$ cat src/eth_clk_pkg.sv
/*
 * constants, types and register map of the ethernet clock-domain control
 * block. assumes a single 40 MHz core clock and a plain register port.
 */
// Overview of operation
// - writing software wakeup to clock transition control starts the clock
// - module mode must also be enabled for the module to run
// - module mode disabled plus software sleep gives power-disabled state
// - after reset the internal clock stays off until software enables it
// - at 1000 Mbps tx clock launches on rising, ctl/data on falling edge
package eth_clk_pkg;

    // register byte offsets
    localparam logic [7:0] OFS_DOMAIN_CTRL  = 8'h00;
    localparam logic [7:0] OFS_MODULE_CTRL  = 8'h04;
    localparam logic [7:0] OFS_STATUS       = 8'h08;
    localparam logic [7:0] OFS_OFF_SECONDS  = 8'h0c;

    // field positions
    localparam int CTL_LSB          = 0;
    localparam int CTL_MSB          = 1;
    localparam int STAT_STATE_LSB   = 0;
    localparam int STAT_STATE_MSB   = 3;
    localparam int STAT_CLK_ACTIVE  = 4;
    localparam int STAT_MOD_RUN     = 5;
    localparam int STAT_PWR_OFF     = 6;
    localparam int STAT_BUDGET_OVER = 7;

    // clock transition control codes
    localparam logic [1:0] CTL_NO_REQUEST       = 2'h0;
    localparam logic [1:0] CTL_SOFTWARE_SLEEP   = 2'h1;
    localparam logic [1:0] CTL_SOFTWARE_WAKEUP  = 2'h2;

    // module mode codes
    localparam logic [1:0] MODE_DISABLED = 2'h0;
    localparam logic [1:0] MODE_ENABLED  = 2'h2;

    // values after reset
    localparam logic [1:0]  RST_DOMAIN_CTRL = CTL_NO_REQUEST;
    localparam logic [1:0]  RST_MODULE_MODE = MODE_DISABLED;
    localparam logic [31:0] RST_WORD        = 32'h0000_0000;

    // timing
    localparam longint CLK_PERIOD_PS    = 25000;
    localparam longint PS_PER_SECOND    = 64'h0000_00e8_d4a5_1000;
    localparam int unsigned CYCLES_PER_SECOND =
        int'(PS_PER_SECOND / CLK_PERIOD_PS);
    localparam int unsigned OFF_BUDGET_HOURS   = 200;
    localparam int unsigned SECONDS_PER_HOUR   = 3600;
    localparam logic [31:0] OFF_BUDGET_SECONDS =
        32'(OFF_BUDGET_HOURS * SECONDS_PER_HOUR);

    typedef enum logic [3:0] {
        ST_GATED     = 4'b0001,
        ST_CLOCK_ON  = 4'b0010,
        ST_RUNNING   = 4'b0100,
        ST_POWER_OFF = 4'b1000
    } domain_state_e;

    // register port request
    typedef struct packed {
        logic [7:0]  addr;
        logic [31:0] wdata;
        logic        wr;
        logic        rd;
    } reg_req_s;

    // transmit word towards the launcher
    typedef struct packed {
        logic       ctl;
        logic [3:0] data;
    } tx_word_s;

endpackage : eth_clk_pkg

$ cat src/rgmii_tx_launch.sv
/*
 * rgmii transmit launcher: makes the internal transmit clock phase and
 * launches clock, control and data on opposite phase edges.
 * assumes tx words come from logic on the same core clock.
 */
`timescale 1ns/1ps
module rgmii_tx_launch (
    input  wire logic                 clk_in,    // core clock
    input  wire logic                 rstn_in,   // async reset, low
    input  wire logic                 ce_in,     // clock enable
    input  wire logic                 run_in,    // internal clock running
    input  wire eth_clk_pkg::tx_word_s word_in,  // word to launch
    output logic                      txc_out,   // transmit clock
    output eth_clk_pkg::tx_word_s     word_out   // launched ctl/data
);

    typedef struct packed {
        logic                  phase;
        eth_clk_pkg::tx_word_s word;
    } launch_state_s;

    launch_state_s q;
    launch_state_s next_q;

    always_comb begin
        next_q = q;
        if (!run_in) begin
            // stopped clock sits static low
            next_q.phase = 1'b0;
            next_q.word  = '0;
        end else begin
            next_q.phase = ~q.phase;
            if (q.phase) begin
                // internal clock falls: launch ctl and data
                next_q.word = word_in;
            end
        end
    end

    always_ff @(posedge clk_in or negedge rstn_in) begin
        if (!rstn_in) begin
            q <= '0;
        end else if (ce_in) begin
            q <= next_q;
        end
    end

    assign txc_out  = q.phase;
    assign word_out = q.word;

endmodule : rgmii_tx_launch

$ cat src/eth_clock_domain_ctrl.sv
/*
 * ethernet clock-domain and module-enable control with register port,
 * lifetime off-time accounting and the rgmii transmit launcher.
 * assumes one 40 MHz core clock; all inputs are on that clock.
 */
`timescale 1ns/1ps
module eth_clock_domain_ctrl #(
    parameter int unsigned CYCLES_PER_SECOND =
        eth_clk_pkg::CYCLES_PER_SECOND
) (
    input  wire logic                  core_clk_in,   // 40 MHz clock
    input  wire logic                  rstn_in,       // async reset, low
    input  wire logic                  ce_in,         // clock enable
    input  wire logic [7:0]            addr_in,       // register address
    input  wire logic [31:0]           wdata_in,      // write data
    input  wire logic                  wr_in,         // write strobe
    input  wire logic                  rd_in,         // read strobe
    input  wire eth_clk_pkg::tx_word_s tx_word_in,    // tx ctl/data
    output logic [31:0]                rdata_out,     // read data
    output logic                       clk_active_out, // internal clk on
    output logic                       module_run_out, // module clocked
    output logic                       power_off_out,  // power disabled
    output logic                       budget_over_out, // off time spent
    output logic                       txc_out,        // rgmii tx clock
    output logic                       txctl_out,      // rgmii tx ctl
    output logic [3:0]                 txd_out         // rgmii tx data
);

    typedef struct packed {
        logic [1:0]                 clock_transition_control;
        logic [1:0]                 module_mode;
        eth_clk_pkg::domain_state_e fsm;
        logic [31:0]                prescale;
        logic [31:0]                off_seconds;
        logic [31:0]                rdata;
        logic                       clk_active;
        logic                       module_run;
        logic                       power_off;
        logic                       budget_over;
    } ctl_state_s;

    ctl_state_s            q;
    ctl_state_s            next_q;
    eth_clk_pkg::reg_req_s req;
    eth_clk_pkg::tx_word_s launched;

    function automatic logic is_wakeup(input logic [1:0] c);
        is_wakeup = (c == eth_clk_pkg::CTL_SOFTWARE_WAKEUP);
    endfunction : is_wakeup

    function automatic logic is_power_off(input logic [1:0] c,
                                          input logic [1:0] m);
        is_power_off = (m == eth_clk_pkg::MODE_DISABLED) &&
                       (c == eth_clk_pkg::CTL_SOFTWARE_SLEEP);
    endfunction : is_power_off

    function automatic logic is_enabled(input logic [1:0] m);
        is_enabled = (m == eth_clk_pkg::MODE_ENABLED);
    endfunction : is_enabled

    // only the low control field of a written word is kept
    function automatic logic [1:0] ctl_field(input logic [31:0] w);
        ctl_field = w[eth_clk_pkg::CTL_MSB:eth_clk_pkg::CTL_LSB];
    endfunction : ctl_field

    function automatic logic [31:0] status_word(input ctl_state_s s);
        logic [31:0] w;
        w = '0;
        w[eth_clk_pkg::STAT_STATE_MSB:eth_clk_pkg::STAT_STATE_LSB] =
            s.fsm;
        w[eth_clk_pkg::STAT_CLK_ACTIVE]  = s.clk_active;
        w[eth_clk_pkg::STAT_MOD_RUN]     = s.module_run;
        w[eth_clk_pkg::STAT_PWR_OFF]     = s.power_off;
        w[eth_clk_pkg::STAT_BUDGET_OVER] = s.budget_over;
        status_word = w;
    endfunction : status_word

    assign req = '{addr:  addr_in,
                   wdata: wdata_in,
                   wr:    wr_in,
                   rd:    rd_in};

    always_comb begin
        next_q = q;

        // register writes
        if (req.wr) begin
            unique case (req.addr)
                eth_clk_pkg::OFS_DOMAIN_CTRL: begin
                    next_q.clock_transition_control =
                        ctl_field(req.wdata);
                end
                eth_clk_pkg::OFS_MODULE_CTRL: begin
                    next_q.module_mode = ctl_field(req.wdata);
                end
                default: begin
                    // read-only or unmapped: write ignored
                end
            endcase
        end

        // domain state follows the registered controls
        unique case (q.fsm)
            eth_clk_pkg::ST_GATED: begin
                if (is_wakeup(q.clock_transition_control)) begin
                    next_q.fsm = eth_clk_pkg::ST_CLOCK_ON;
                end else if (is_power_off(q.clock_transition_control,
                                          q.module_mode)) begin
                    next_q.fsm = eth_clk_pkg::ST_POWER_OFF;
                end
            end
            eth_clk_pkg::ST_CLOCK_ON: begin
                if (!is_wakeup(q.clock_transition_control)) begin
                    next_q.fsm = eth_clk_pkg::ST_GATED;
                end else if (is_enabled(q.module_mode)) begin
                    next_q.fsm = eth_clk_pkg::ST_RUNNING;
                end
            end
            eth_clk_pkg::ST_RUNNING: begin
                if (!is_wakeup(q.clock_transition_control)) begin
                    next_q.fsm = eth_clk_pkg::ST_GATED;
                end else if (!is_enabled(q.module_mode)) begin
                    next_q.fsm = eth_clk_pkg::ST_CLOCK_ON;
                end
            end
            eth_clk_pkg::ST_POWER_OFF: begin
                if (is_wakeup(q.clock_transition_control)) begin
                    next_q.fsm = eth_clk_pkg::ST_CLOCK_ON;
                end else if (!is_power_off(q.clock_transition_control,
                                           q.module_mode)) begin
                    next_q.fsm = eth_clk_pkg::ST_GATED;
                end
            end
            default: begin
                next_q.fsm = eth_clk_pkg::ST_GATED;
            end
        endcase

        // status flags from the new state
        next_q.clk_active = (next_q.fsm == eth_clk_pkg::ST_CLOCK_ON) ||
                            (next_q.fsm == eth_clk_pkg::ST_RUNNING);
        next_q.module_run = (next_q.fsm == eth_clk_pkg::ST_RUNNING);
        next_q.power_off  = (next_q.fsm == eth_clk_pkg::ST_POWER_OFF);

        // lifetime off-time accounting, whole seconds
        if (!q.clk_active) begin
            if (q.prescale >= CYCLES_PER_SECOND - 1) begin
                next_q.prescale = '0;
                if (q.off_seconds != 32'hffff_ffff) begin
                    next_q.off_seconds = q.off_seconds + 32'h1;
                end
            end else begin
                next_q.prescale = q.prescale + 32'h1;
            end
        end
        next_q.budget_over =
            (next_q.off_seconds >= eth_clk_pkg::OFF_BUDGET_SECONDS);

        // read data stand only in the cycle after the strobe
        next_q.rdata = eth_clk_pkg::RST_WORD;
        if (req.rd) begin
            unique case (req.addr)
                eth_clk_pkg::OFS_DOMAIN_CTRL: begin
                    next_q.rdata = {30'h0, q.clock_transition_control};
                end
                eth_clk_pkg::OFS_MODULE_CTRL: begin
                    next_q.rdata = {30'h0, q.module_mode};
                end
                eth_clk_pkg::OFS_STATUS: begin
                    next_q.rdata = status_word(q);
                end
                eth_clk_pkg::OFS_OFF_SECONDS: begin
                    next_q.rdata = q.off_seconds;
                end
                default: begin
                    next_q.rdata = eth_clk_pkg::RST_WORD;
                end
            endcase
        end
    end

    always_ff @(posedge core_clk_in or negedge rstn_in) begin
        if (!rstn_in) begin
            // internal clock comes out of reset disabled
            q.clock_transition_control <= eth_clk_pkg::RST_DOMAIN_CTRL;
            q.module_mode              <= eth_clk_pkg::RST_MODULE_MODE;
            q.fsm                      <= eth_clk_pkg::ST_GATED;
            q.prescale                 <= eth_clk_pkg::RST_WORD;
            q.off_seconds              <= eth_clk_pkg::RST_WORD;
            q.rdata                    <= eth_clk_pkg::RST_WORD;
            q.clk_active               <= 1'b0;
            q.module_run               <= 1'b0;
            q.power_off                <= 1'b0;
            q.budget_over              <= 1'b0;
        end else if (ce_in) begin
            q <= next_q;
        end
    end

    // launcher runs only while the module is clocked
    rgmii_tx_launch u_launch (
        .clk_in   (core_clk_in),
        .rstn_in  (rstn_in),
        .ce_in    (ce_in),
        .run_in   (q.module_run),
        .word_in  (tx_word_in),
        .txc_out  (txc_out),
        .word_out (launched)
    );

    assign rdata_out       = q.rdata;
    assign clk_active_out  = q.clk_active;
    assign module_run_out  = q.module_run;
    assign power_off_out   = q.power_off;
    assign budget_over_out = q.budget_over;
    assign txctl_out       = launched.ctl;
    assign txd_out         = launched.data;

endmodule : eth_clock_domain_ctrl

$ cat config.mk
export PLATFORM = sky130hd
export DESIGN_NAME = eth_clock_domain_ctrl
export DESIGN_NICKNAME = d
export VERILOG_FILES = /design/src/eth_clk_pkg.sv /design/src/rgmii_tx_launch.sv /design/src/eth_clock_domain_ctrl.sv
export SDC_FILE = /design/constraint.sdc
export NUM_CORES = 1
export LEC_CHECK = 0
export BUFFER_PORTS_ARGS = -buffer_cell sky130_fd_sc_hd__buf_2
export CAP_MARGIN = 15
export CORE_MARGIN = 2
export CORE_UTILIZATION = 36
export DETAILED_ROUTE_END_ITERATION = 7
export HOLD_SLACK_MARGIN = 0.05
export PLACE_DENSITY = 0.63
export RECOVER_POWER = 50
export SYNTH_ARGS = -nofsm -noshare
export SYNTH_HDL_FRONTEND = slang
export SYNTH_SLANG_ARGS = --single-unit
$ cat constraint.sdc
create_clock -name core_clk_in -period 2.93 [get_ports core_clk_in]
set_input_delay 0.1465 -clock core_clk_in [delete_from_list [all_inputs] [get_ports core_clk_in]]
set_output_delay 0.1465 -clock core_clk_in [all_outputs]
set_load 0.005 [all_outputs]
==> results of run 1 <==
## flip-flops by register name, indices dropped and copies added (netlist names)
name,count
module_run_out,1
clk_active_out,1
power_off_out,1
budget_over_out,1
rdata_out,32
u_launch.txc_out,1
q,72
u_launch.word_out,5
## worst max-delay path: stages, from the launching register on
cell	delay (ns)
dfrtp_1	0.37
or4_1	0.58
o311ai_2	0.29
nand3_1	0.14
nor2b_2	0.23
buf_6	0.18
nor2_1	0.09
mux2i_1	0.14
a2111oi_2	0.37
and4_1	0.24
o2bb2ai_1	0.07
## cell type report
type                            instances  share of cell area [%]
Clock buffer                           21                    6.26
Sequential cell                       114                    39.7
Tap cell                              220                    3.83
Inverter                               16                   0.835
Clock inverter                         11                    2.23
Timing Repair Buffer                  103                    8.42
Multi-Input combinational cell        420                    38.8
## placed cells by master (no fill, tap or decap), types with 7 or more instances in the layout
cell type | netlist | routed
dfrtp_1 | 113 | 113
nor2_1 | 56 | 55
nand2_1 | 43 | 42
xnor2_1 | 41 | 41
buf_2 | 3 | 39
buf_4 | 32 | 37
nand3_1 | 28 | 28
a22o_1 | 26 | 26
clkbuf_1 | 27 | 24
o21ai_0 | 22 | 22
nand4_1 | 21 | 21
xor2_1 | 18 | 18
clkbuf_16 | 0 | 17
and3_1 | 16 | 16
nor3_1 | 16 | 16
inv_1 | 15 | 15
o2bb2ai_1 | 13 | 13
a21oi_1 | 12 | 12
mux2i_1 | 10 | 10
nor4_1 | 10 | 8
and2_1 | 8 | 8
a31oi_1 | 8 | 8
or3_1 | 8 | 8
mux2_2 | 7 | 7
## repair_timing
| action | in CTS | in global routing |
|---|---|---|
| setup endpoints to repair | 1 | 1 |
| hold endpoints to repair | 65 | 0 |
| gates cloned | 0 | 0 |
| gates resized for setup | 1 | 11 |
| pin swaps | 0 | 1 |
| hold buffers | 3 | 0 |
## report_power, final
group | internal, W | switching [W]
Sequential | 0.00164 | 0.0000827
Clock | 0.00143 | 0.000706
Combinational | 0.000111 | 0.000164
Total | 0.00318 | 0.000953
## kinds of logic after synthesis
group | share of synthesized area, %
AND/OR/NAND/NOR | 21.0
XOR/XNOR | 8.58
buffers and inverters | 7.17
flip-flops | 47.4
adder cells (fa/ha/maj) | 0.415
AO/OA/AOI/OAI | 11.7
multiplexers | 3.72
## final timing paths
path,endpoint,cells after the start,from,slack [ns]
max,budget_over_out,10,q[91],0.10
min,u_launch.word_out[4],4,tx_word_in[4],0.13
max reg2reg,budget_over_out,10,q[91],0.10
min reg2reg,rdata_out[4],1,rdata_out[4],0.48
max in group asynchronous,rdata_out[30],3,rstn_in,0.69
min in group asynchronous,q[85],2,rstn_in,0.66
## layer usage
metal / vias to the layer above / global-route usage, % / wire, um
li1: 2289 / - / -
met1: 2336 / 21.7 / 6570
met2: 152 / 25.6 / 6380
met3: 28 / 4.72 / 777
met4: 0 / 7.09 / 274
met5: - / 0 / 0
## metrics by stage
stage                     utilization [%]  worst slack, ns  hold slack [ns]  setup TNS (ns)  cells
after floorplan                         -            0.307           -0.149               0    616
after global placement               39.7           0.0330            0.285               0    870
after detailed placement             39.7           0.0226            0.292               0    870
after CTS                            43.6           0.0641            0.110               0    905
after global routing                 43.7          -0.0113            0.136         -0.0113    905
final                                43.7            0.104            0.128               0    905
==> summary.txt, run 1 <==
Synth
  • Syn nets: 668
  • Post-Syn Area per Cell: slightly below 10 sq um
  • Post-Syn Area: 6020 sq um
  • Count leader, synth: dfrtp_1
  • Synth area leaders: dfrtp_1 (47%), xnor2_1 (6.0%), buf_4 (4.0%)
  • Seq/Total Area, Yosys: 47.4%
  • Yosys cell types: 53
  • Ys flop type: dfrtp_1
  • Synth Warn #: 0
  • Cell taking the most area after synthesis: dfrtp_1
  • Post-synth top area share: 46.9%
  • Yosys reg bits: around 110
  • Mapped Cells: 616
  • FFs w/ async S/R, synth: 100%
  • Post-synth EDFFs: 0
  • Most frequent cells after synthesis: dfrtp_1 (113), nor2_1 (56), nand2_1 (43)

Drt
  • Initial DRC count: 317
  • Drt pass-1 iters: 6
  • Vias per cell: around 5.3
  • Via count of the routed design: 4805
  • Total wire length: ~14000 um
  • Antenna-violating nets left: 0
  • Routed len/inst: ~15 um
  • Residual DRC: 0

Layout
  • Register area: 2850 sq um
  • Area growth from synthesis to layout: 19.4%
  • Fin area: 7190 sq um
  • Inserted Diodes: 0
  • Area occupied by multi-input gates: between 2000 and 3000 sq um
  • Layout cells sized above 1: about a fifth
  • Final net count: 724
  • FILL cells: roughly 1600

Clock tree
  • Post-CTS Setup Bufs: 0
  • CTS tree: built
  • CTS root buffer: clkbuf_16
  • Clock transition at path regs: 0.05 ns
  • Skew-Pair Late Insertion Delay: 0.42 ns
  • H-Tree Depth: 4
  • # clock sinks: 114
  • Cts bufs inserted: 17
  • Clk buf depth: 2

Global route
  • Largest net degree at the start of global routing: 63
  • Vias in the first global route: 4808
  • Total GRT Usage: 16.5%
  • Initial antenna violation count: 0
  • GR Overflow Total: 0
  • Global-route wire length before repair: 23500 um

STA
  • Final setup viols: 0
  • Pins Over Slew Limit: 63
  • Setup Skew: 0.00928 ns
  • Slew margin rel.: -2.85%
  • Final count of hold timing violations: 0
  • Max Clk Rate: between 300 and 400 MHz
  • Final Cycle Share: 96.5%
  • Tightest Pin Transition: 1.54 ns
  • Fin crit period: between 2 and 3 ns
  • RSZ-0062 raised after global routing: true

Setup path
  • Worst Path Required: 3.23 ns
  • CP startpoint kind: flop
  • Setup CP Type: flop to flop
  • Crit. End Element: flop
  • Worst EP arrival: about 3.1 ns
  • Crit-path max FO: 11

Floorplan
  • Core area: ~16000 sq um
  • Effective utilization at floorplan: 36.6%
  • Ports: 92
  • Die height: 133 um
  • Die Width: about 130 um
  • Die ar.: 17800 sq um
  • Row cnt: 47

Place
  • Post-DP HPWL: 9870 um
  • # port buffers: 61
  • Area post-placement: 6540 sq um
  • GPL Wtd Cong: 0.880

Power and ir drop
  • Peak VDD IR: 0.366 mV
  • PD cells: 575 nW/um^2
  • Lkg Pwr: 3.20 nW
  • Total design power: 0.00414 W

Status
  • Failing checks: max-capacitance violations, max-slew violations
  • Status: finished, violations left

Run
  • Maxcap violations: 1

Worst hold path
  • Worst hold path class: primary input to flop
(Power assumes the default switching activity.)
==> run 2: changes to the inputs <==
--- a/config.mk
+++ b/config.mk
@@ -5,13 +5,14 @@
 export SDC_FILE = /design/constraint.sdc
 export NUM_CORES = 1
 export LEC_CHECK = 0
+export ABC_AREA = 1
 export BUFFER_PORTS_ARGS = -buffer_cell sky130_fd_sc_hd__buf_2
 export CAP_MARGIN = 15
 export CORE_MARGIN = 2
 export CORE_UTILIZATION = 36
 export DETAILED_ROUTE_END_ITERATION = 7
 export HOLD_SLACK_MARGIN = 0.05
-export PLACE_DENSITY = 0.63
+export PLACE_DENSITY = 0.62
 export RECOVER_POWER = 50
 export SYNTH_ARGS = -nofsm -noshare
 export SYNTH_HDL_FRONTEND = slang
==> run 2 against run 1 <==
  * Clock skew down 0.0011 ns
  * The flow now finishes without violations
  * Critical endpoint is now q[42]
  * Worst hold slack worse by 0.058 ns
  * Power up 6.5%
  * Clock power down 8%
  * Critical path depth up 1
  * Highest routed layer unchanged
  * Maximum frequency up 20%
  * Flip-flop and latch count unchanged
  * Synthesized cell count up 43%
  * Final cell count up 29%
==> summary.txt, run 2 <==
Status
  • Status: finished, final reports clean (was finished, violations left)

Synth
  • Post-synth EDFFs: 0 (unchanged)
  • Synth Warn #: 0 (unchanged)
  • Seq/Total Area, Yosys: 43.3% (was 47.4%)
  • Yosys reg bits: 114 (unchanged)
  • Cell taking the most area after synthesis: dfrtp_1 (unchanged)
  • Count leader, synth: nand2_1 (was dfrtp_1)
  • Synth area leaders: dfrtp_1 (43%), nand2_1 (13%), inv_1 (6.7%) (was dfrtp_1 (47%), xnor2_1 (6.0%), buf_4 (4.0%))
  • Ys flop type: dfrtp_1 (unchanged)
  • Post-synth top area share: 42.9% (was 46.9%)
  • Most frequent cells after synthesis: nand2_1 (224), inv_1 (117), dfrtp_1 (113) (was dfrtp_1 (113), nor2_1 (56), nand2_1 (43))
  • Syn nets: 935 (was 668)
  • Post-Syn Area: 6590 sq um (was 6020 sq um)
  • Yosys cell types: 43 (was 53)
  • FFs w/ async S/R, synth: 100% (unchanged)
  • Mapped Cells: 883 (was 616)
  • Post-Syn Area per Cell: 7.47 sq um (was 9.78 sq um)

Worst hold path
  • Hold endpoint: rdata_out[1] (was u_launch.word_out[4])
  • Hold wc startpoint: addr_in[4] (was tx_word_in[4])
  • Worst hold path class: primary input to flop (unchanged)
  • Cell depth of the worst hold path: 4 (unchanged)

Layout
  • Fin area: 7520 sq um (was 7190 sq um)
  • Biggest register: q (unchanged)
  • Inserted Diodes: 0 (unchanged)
  • Max reg flops: 72 (unchanged)
  • Commonest non-fill, non-tap cell in the layout: nand2_1 (was dfrtp_1)
  • Final non-filler cell total: 1167 (was 905)
  • Final net count: 977 (was 724)
  • Area growth from synthesis to layout: 14.0% (was 19.4%)
  • Layout cells sized above 1: 11.7% (was 19.4%)
  • Most frequent cells in the layout: nand2_1 (224), inv_1 (117), dfrtp_1 (113) (was dfrtp_1 (113), nor2_1 (55), nand2_1 (42))
  • FILL cells: 1836 (was 1579)

Setup path
  • Worst R2R Start: q[96] (was q[91])
  • FF-to-FF End: q[42] (was budget_over_out)
  • CP startpoint kind: flop (unchanged)
  • Crit-path max FO: 44 (was 11)
  • Setup CP Type: flop to flop (unchanged)
  • R2R Setup Slk: 0.58 ns (was 0.10 ns)
  • Reg2Reg Depth: 11 (was 10)
  • Worst Path Required: 3.23 ns (about the same)
  • Worst EP arrival: 2.65 ns (was 3.12 ns)
  • Crit. End Element: flop (unchanged)

Power and ir drop
  • Lkg Pwr: 3.64 nW (was 3.20 nW)
  • Power share of the clock group: 44.5% (was 51.8%)
  • Sw Ratio: 28.4% (was 23.0%)
  • Int Power: 0.00316 W (was 0.00318 W)
  • Seq pwr share: 43.4% (was 41.6%)
  • Comb pwr share: 12.1% (was 6.6%)
  • PD cells: 586 nW/um^2 (was 575 nW/um^2)
  • NetSw: 0.00125 W (was 0.000953 W)
  • Peak VDD IR: 0.467 mV (was 0.366 mV)
  • Total design power: 0.00441 W (was 0.00414 W)

Place
  • GPL Wtd Cong: 0.853 (was 0.880)
  • Area post-placement: 6900 sq um (was 6540 sq um)
  • Post-DP HPWL: 10600 um (was 9870 um)
  • # placed instances: 1125 (was 870)
  • # port buffers: 61 (unchanged)

STA
  • Sum Neg Setup Slack: 0 ns (unchanged)
  • Final setup viols: 0 (unchanged)
  • Final count of hold timing violations: 0 (unchanged)
  • Setup Skew: 0.00815 ns (was 0.00928 ns)
  • RSZ-0062 raised after global routing: false (was true)
  • Fin crit period: 2.35 ns (was 2.83 ns)
  • Pins Over Slew Limit: 0 (was 63)
  • Max Clk Rate: 426 MHz (was 354 MHz)
  • Final Cycle Share: 80.1% (was 96.5%)
  • Tightest Pin Transition: 1.25 ns (was 1.54 ns)
  • Slew margin rel.: 16.5% (was -2.85%)

Clock tree
  • Post-CTS Hold Buffers: 10 (was 3)
  • H-Tree Depth: 4 (unchanged)
  • Skew-Pair Late Insertion Delay: 0.42 ns (about the same)
  • Cts bufs inserted: 17 (unchanged)
  • # clock sinks: 114 (unchanged)
  • PostCTS Resize Cnt: 0 (was 1)
  • CTS root buffer: clkbuf_16 (unchanged)
  • Clock transition at path regs: 0.06 ns (was 0.05 ns)
  • Clk buf depth: 2 (unchanged)
  • Post-CTS Setup Bufs: 0 (unchanged)
  • CTS tree: built (unchanged)

Drt
  • Vias per cell: 4.79 (was 5.31)
  • Residual DRC: 0 (unchanged)
  • Antenna-violating nets left: 0 (unchanged)
  • Initial DRC count: 311 (was 317)
  • Routed len/inst: 12.7 um (was 15.5 um)
  • Via count of the routed design: 5589 (was 4805)
  • Total wire length: 14800 um (was 14000 um)
  • Drt pass-1 iters: 5 (was 6)

Floorplan
  • Die Width: 139 um (was 133 um)
  • Ports: 92 (unchanged)
  • Die height: 139 um (was 133 um)
  • Core area: 18000 sq um (was 16500 sq um)
  • Die ar.: 19400 sq um (was 17800 sq um)
  • Effective utilization at floorplan: 36.7% (was 36.6%)
  • Row cnt: 49 (was 47)

Global route
  • Global-route wire length before repair: 25800 um (was 23500 um)
  • Initial antenna violation count: 0 (unchanged)
  • GR Layer Usage met1: 22.5% (was 21.7%)
  • GR Util met3: 3.44% (was 4.72%)
  • Met2 GRT Util: 25.1% (was 25.6%)
  • GR peak layer: met2 (unchanged)
  • Total GRT Usage: 16.2% (was 16.5%)
  • GR Overflow Total: 0 (unchanged)
  • Vias in the first global route: 5327 (was 4808)
  • Largest net degree at the start of global routing: 83 (was 63)

Run
  • Maxcap violations: 0 (was 1)
-- run 2: cell count changes after synthesis, sizes merged, moves of 26 or more --
cell   delta
nand3    +27
nor2     +45
a22o     -26
nand2   +191
inv     +114
o21ai    +40
xnor2    -39
-- run 2: worst max-delay path, cell delays in order, from the launching register on --
cell	delay, ns
dfrtp_1	0.38
nor2_1	0.10
nand2_1	0.07
nor2_1	0.15
inv_1	0.05
nor2_1	0.13
nand2_2	0.09
nand2_4	0.35
inv_1	0.19
nor4_1	0.38
nand3_1	0.16
xor2_1	0.17
-- run 2: final cells by class --
cell class	instances	area, sq um	share of cell area [%]
multi-input combinational	583	2900	38.6
sequential	114	2850	38.0
clock buffer	22	484	6.44
inverter	129	484	6.44
timing repair buffer	80	427	5.68
tap	229	287	3.81
clock inverter	10	82.6	1.10
-- run 2: worst max-delay path by stage --
| stage | start | to | cells after the start |
|---|---|---|---|
| floorplan | q[36] | budget_over_out | 15 |
| global placement | q[98] | q[42] | 11 |
| detailed placement | q[98] | q[42] | 11 |
| CTS | q[98] | q[42] | 11 |
| global route | q[98] | q[42] | 11 |
| finish | q[96] | q[42] | 11 |
-- run 2: metal layers --
| metal | routed length (um) | part of all wire, % |
|---|---|---|
| met1 | 7450 | 50 |
| met4 | 211 | 1.4 |
| met3 | 445 | 3.0 |
| met5 | 0 | 0 |
| met2 | 6740 | 45 |
-- run 2: cells by family (layout without fill, tap and decap cells) --
family	count (synthesis)	in the layout	share of synthesized area, %
and+or+nand+nor	448	448	30.2
muxes	1	1	0.152
DFF	114	114	43.3
adders and majority gates	2	2	0.380
xor gates and xnor gates	11	11	1.46
AOI/OAI and AO/OA	121	121	11.7
buffers and inverters	186	241	12.8
-- run 2: metrics by stage --
step / utilization [%] / hold WS (ns) / setup slack (ns)
2_1_floorplan: - / -0.149 / 1.03
3_3_place_gp: 38.4 / 0.207 / 0.570
3_5_place_dp: 38.4 / 0.215 / 0.573
4_1_cts: 42.1 / 0.0588 / 0.561
5_1_grt: 41.8 / 0.118 / 0.253
6_report: 41.8 / 0.0698 / 0.583
-- run 2: power groups by stage --
| stage | logic, W | clock network (W) | registers, W |
|---|---|---|---|
| after floorplan | 0.000398 | 0 | 0.00188 |
| after global placement | 0.000522 | 0 | 0.00193 |
| after detailed placement | 0.000533 | 0 | 0.00193 |
| after CTS | 0.000546 | 0.00200 | 0.00191 |
| after global routing | 0.000639 | 0.00207 | 0.00194 |
| final | 0.000535 | 0.00196 | 0.00191 |
==> run 3: changes to the inputs <==
==> constraint.sdc (replaced) <==
create_clock -name core_clk_in -period 2.35 [get_ports core_clk_in]
set_input_delay 0.1175 -clock core_clk_in [delete_from_list [all_inputs] [get_ports core_clk_in]]
set_output_delay 0.1175 -clock core_clk_in [all_outputs]
set_load 0.005 [all_outputs]
==> run 3 against run 2 <==
  * The run now ends with max-capacitance violations, max-slew violations left
  * Non-clock buffer count grew 19
  * Clock power grew 60%
  * Final area grew 6.1%
  * Via count increased by 3.1%
  * Critical path type unchanged
==> summary.txt, run 3 (same netlist as run 2, synthesis figures left out) <==
STA
  • Fin crit period: 2.13 ns (was 2.35 ns)
  • Final Cycle Share: 90.8% (was 80.1%)
  • Sum Neg Setup Slack: 0 ns (unchanged)
  • Pins Over Slew Limit: 115 (was 0)
  • Final count of hold timing violations: 0 (unchanged)
  • Slew margin rel.: -3.89% (was 16.5%)
  • Max Clk Rate: 469 MHz (was 426 MHz)
  • Post-route setup slack: 0.217 ns (was 0.583 ns)
  • Setup Skew: 0.00672 ns (was 0.00815 ns)
  • Final setup viols: 0 (unchanged)
  • Hold WS: 0.0937 ns (was 0.0698 ns)
  • Tightest Pin Transition: 1.56 ns (was 1.25 ns)

Floorplan
  • Die Width: 139 um (unchanged)
  • Row cnt: 49 (unchanged)
  • Effective utilization at floorplan: 36.7% (unchanged)
  • Die height: 139 um (unchanged)
  • Die ar.: 19400 sq um (unchanged)
  • Core area: 18000 sq um (unchanged)
  • Ports: 92 (unchanged)

Status
  • Status: finished, violations left (was finished, final reports clean)
  • Failing checks: max-capacitance violations, max-slew violations

Layout
  • Area growth from synthesis to layout: 21.0% (was 14.0%)
  • Biggest register: q (unchanged)
  • Max reg flops: 72 (unchanged)
  • Final net count: 997 (was 977)
  • Most frequent cells in the layout: nand2_1 (221), inv_1 (114), dfrtp_1 (112) (was nand2_1 (224), inv_1 (117), dfrtp_1 (113))
  • FILL cells: 1776 (was 1836)
  • Inserted Diodes: 0 (unchanged)
  • Final Util: 44.4% (was 41.8%)
  • Commonest non-fill, non-tap cell in the layout: nand2_1 (unchanged)
  • Layout cells sized above 1: 18.1% (was 11.7%)

Worst hold path
  • Hold wc startpoint: addr_in[3] (was addr_in[4])
  • Cell depth of the worst hold path: 4 (unchanged)
  • Worst hold path class: primary input to flop (unchanged)
  • Hold endpoint: q[104] (was rdata_out[1])

Drt
  • Routed len/inst: 13.3 um (was 12.7 um)
  • Via count of the routed design: 5761 (was 5589)
  • Vias per cell: 4.85 (was 4.79)
  • Residual DRC: 0 (unchanged)
  • Total wire length: 15800 um (was 14800 um)
  • Drt pass-1 iters: 7 (was 5)
  • Initial DRC count: 346 (was 311)
  • Antenna-violating nets left: 0 (unchanged)

Global route
  • Initial antenna violation count: 0 (unchanged)
  • Global-route wire length before repair: 26200 um (was 25800 um)
  • Vias in the first global route: 5451 (was 5327)
  • Largest net degree at the start of global routing: 115 (was 83)
  • Total GRT Usage: 16.5% (was 16.2%)
  • GR Overflow Total: 0 (unchanged)

Setup path
  • Setup CP Type: flop to flop (unchanged)
  • Worst EP arrival: 2.49 ns (was 2.65 ns)
  • Crit. End Element: flop (unchanged)
  • Worst R2R Start: q[37] (was q[96])
  • CP startpoint kind: flop (unchanged)
  • Reg2Reg Depth: 17 (was 11)
  • Crit-path max FO: 7 (was 44)
  • R2R Setup Slk: 0.22 ns (was 0.58 ns)
  • Worst Path Required: 2.71 ns (was 3.23 ns)
  • FF-to-FF End: budget_over_out (was q[42])

Clock tree
  • CTS root buffer: clkbuf_16 (unchanged)
  • # clock sinks: 114 (unchanged)
  • Skew-Pair Late Insertion Delay: 0.43 ns (was 0.42 ns)
  • Clock transition at path regs: 0.06 ns (about the same)
  • H-Tree Depth: 4 (unchanged)
  • Clk buf depth: 2 (unchanged)
  • CTS tree: built (unchanged)
  • Cts bufs inserted: 17 (unchanged)

Place
  • Post-DP HPWL: 10700 um (was 10600 um)
  • # port buffers: 61 (unchanged)
  • GPL Wtd Cong: 0.878 (was 0.853)
  • Dpl ws: 0.0825 ns (was 0.573 ns)

Power and ir drop
  • PD cells: 787 nW/um^2 (was 586 nW/um^2)
  • Peak VDD IR: 0.555 mV (was 0.467 mV)
  • Total design power: 0.00628 W (was 0.00441 W)
  • Lkg Pwr: 3.93 nW (was 3.64 nW)

Run
  • Maxcap violations: 1 (was 0)
run 3: critical path, stage by stage (launching register included):
cell and delay (ns):
dfrtp_1 0.39, ha_2 0.20, nand2_2 0.08, nor2_4 0.13, nand2_4 0.11, nor2_8 0.14
nand3_4 0.14, nand2_2 0.11, inv_2 0.04, nand2_1 0.05, nand2_1 0.06, nand2_2 0.09
inv_2 0.04, nor2_2 0.07, nand2_1 0.06, nor2_2 0.14, nand3_2 0.09, a21oi_2 0.13
run 3: through the flow:
| stage | cells | cell area [sq um] |
|---|---|---|
| after floorplan | 883 | 6590 |
| after detailed placement | 1134 | 6990 |
| after global routing | 1187 | 7980 |
| after global placement | 1134 | 6990 |
| after CTS | 1178 | 7830 |
| final | 1187 | 7980 |
run 3: area by class of cell:
type	instances	area (sq um)	share of cell area (%)
flip-flops and latches	114	2860	35.8
well taps	229	287	3.59
inverters	129	487	6.10
clock inverters	14	284	3.56
multi-input cells	584	3010	37.7
clock buffers	18	429	5.38
repair buffers	99	632	7.92
run 3: metal layers:
layer / wire length (um) / track usage (%)
met1: 7700 / 21.8
met2: 7280 / 26.5
met3: 502 / 4.13
met4: 293 / 5.79
met5: 0 / 0
run 3: how the worst max path moves through the flow:
stage               start              end  slack, ns
floorplan           q[36]  budget_over_out       0.45
global placement    q[98]            q[42]        0.1
detailed placement  q[37]  budget_over_out       0.08
CTS                 q[68]            q[42]       0.07
global route        q[69]  budget_over_out      -0.02
finish              q[37]  budget_over_out       0.22
run 3: repair_timing:
action                     in CTS  in global routing
hold buffers                   12                  0
resized for setup               0                 32
setup buffers                   0                  8
setup endpoints to repair       0                  3
hold endpoints to repair      130                  0
run 3: where the power goes:
group,internal (W),total [W],switching (W)
Clock,0.00220,0.00313,0.000935
Combinational,0.000296,0.000783,0.000488
Sequential,0.00215,0.00237,0.000218
Total,0.00464,0.00628,0.00164
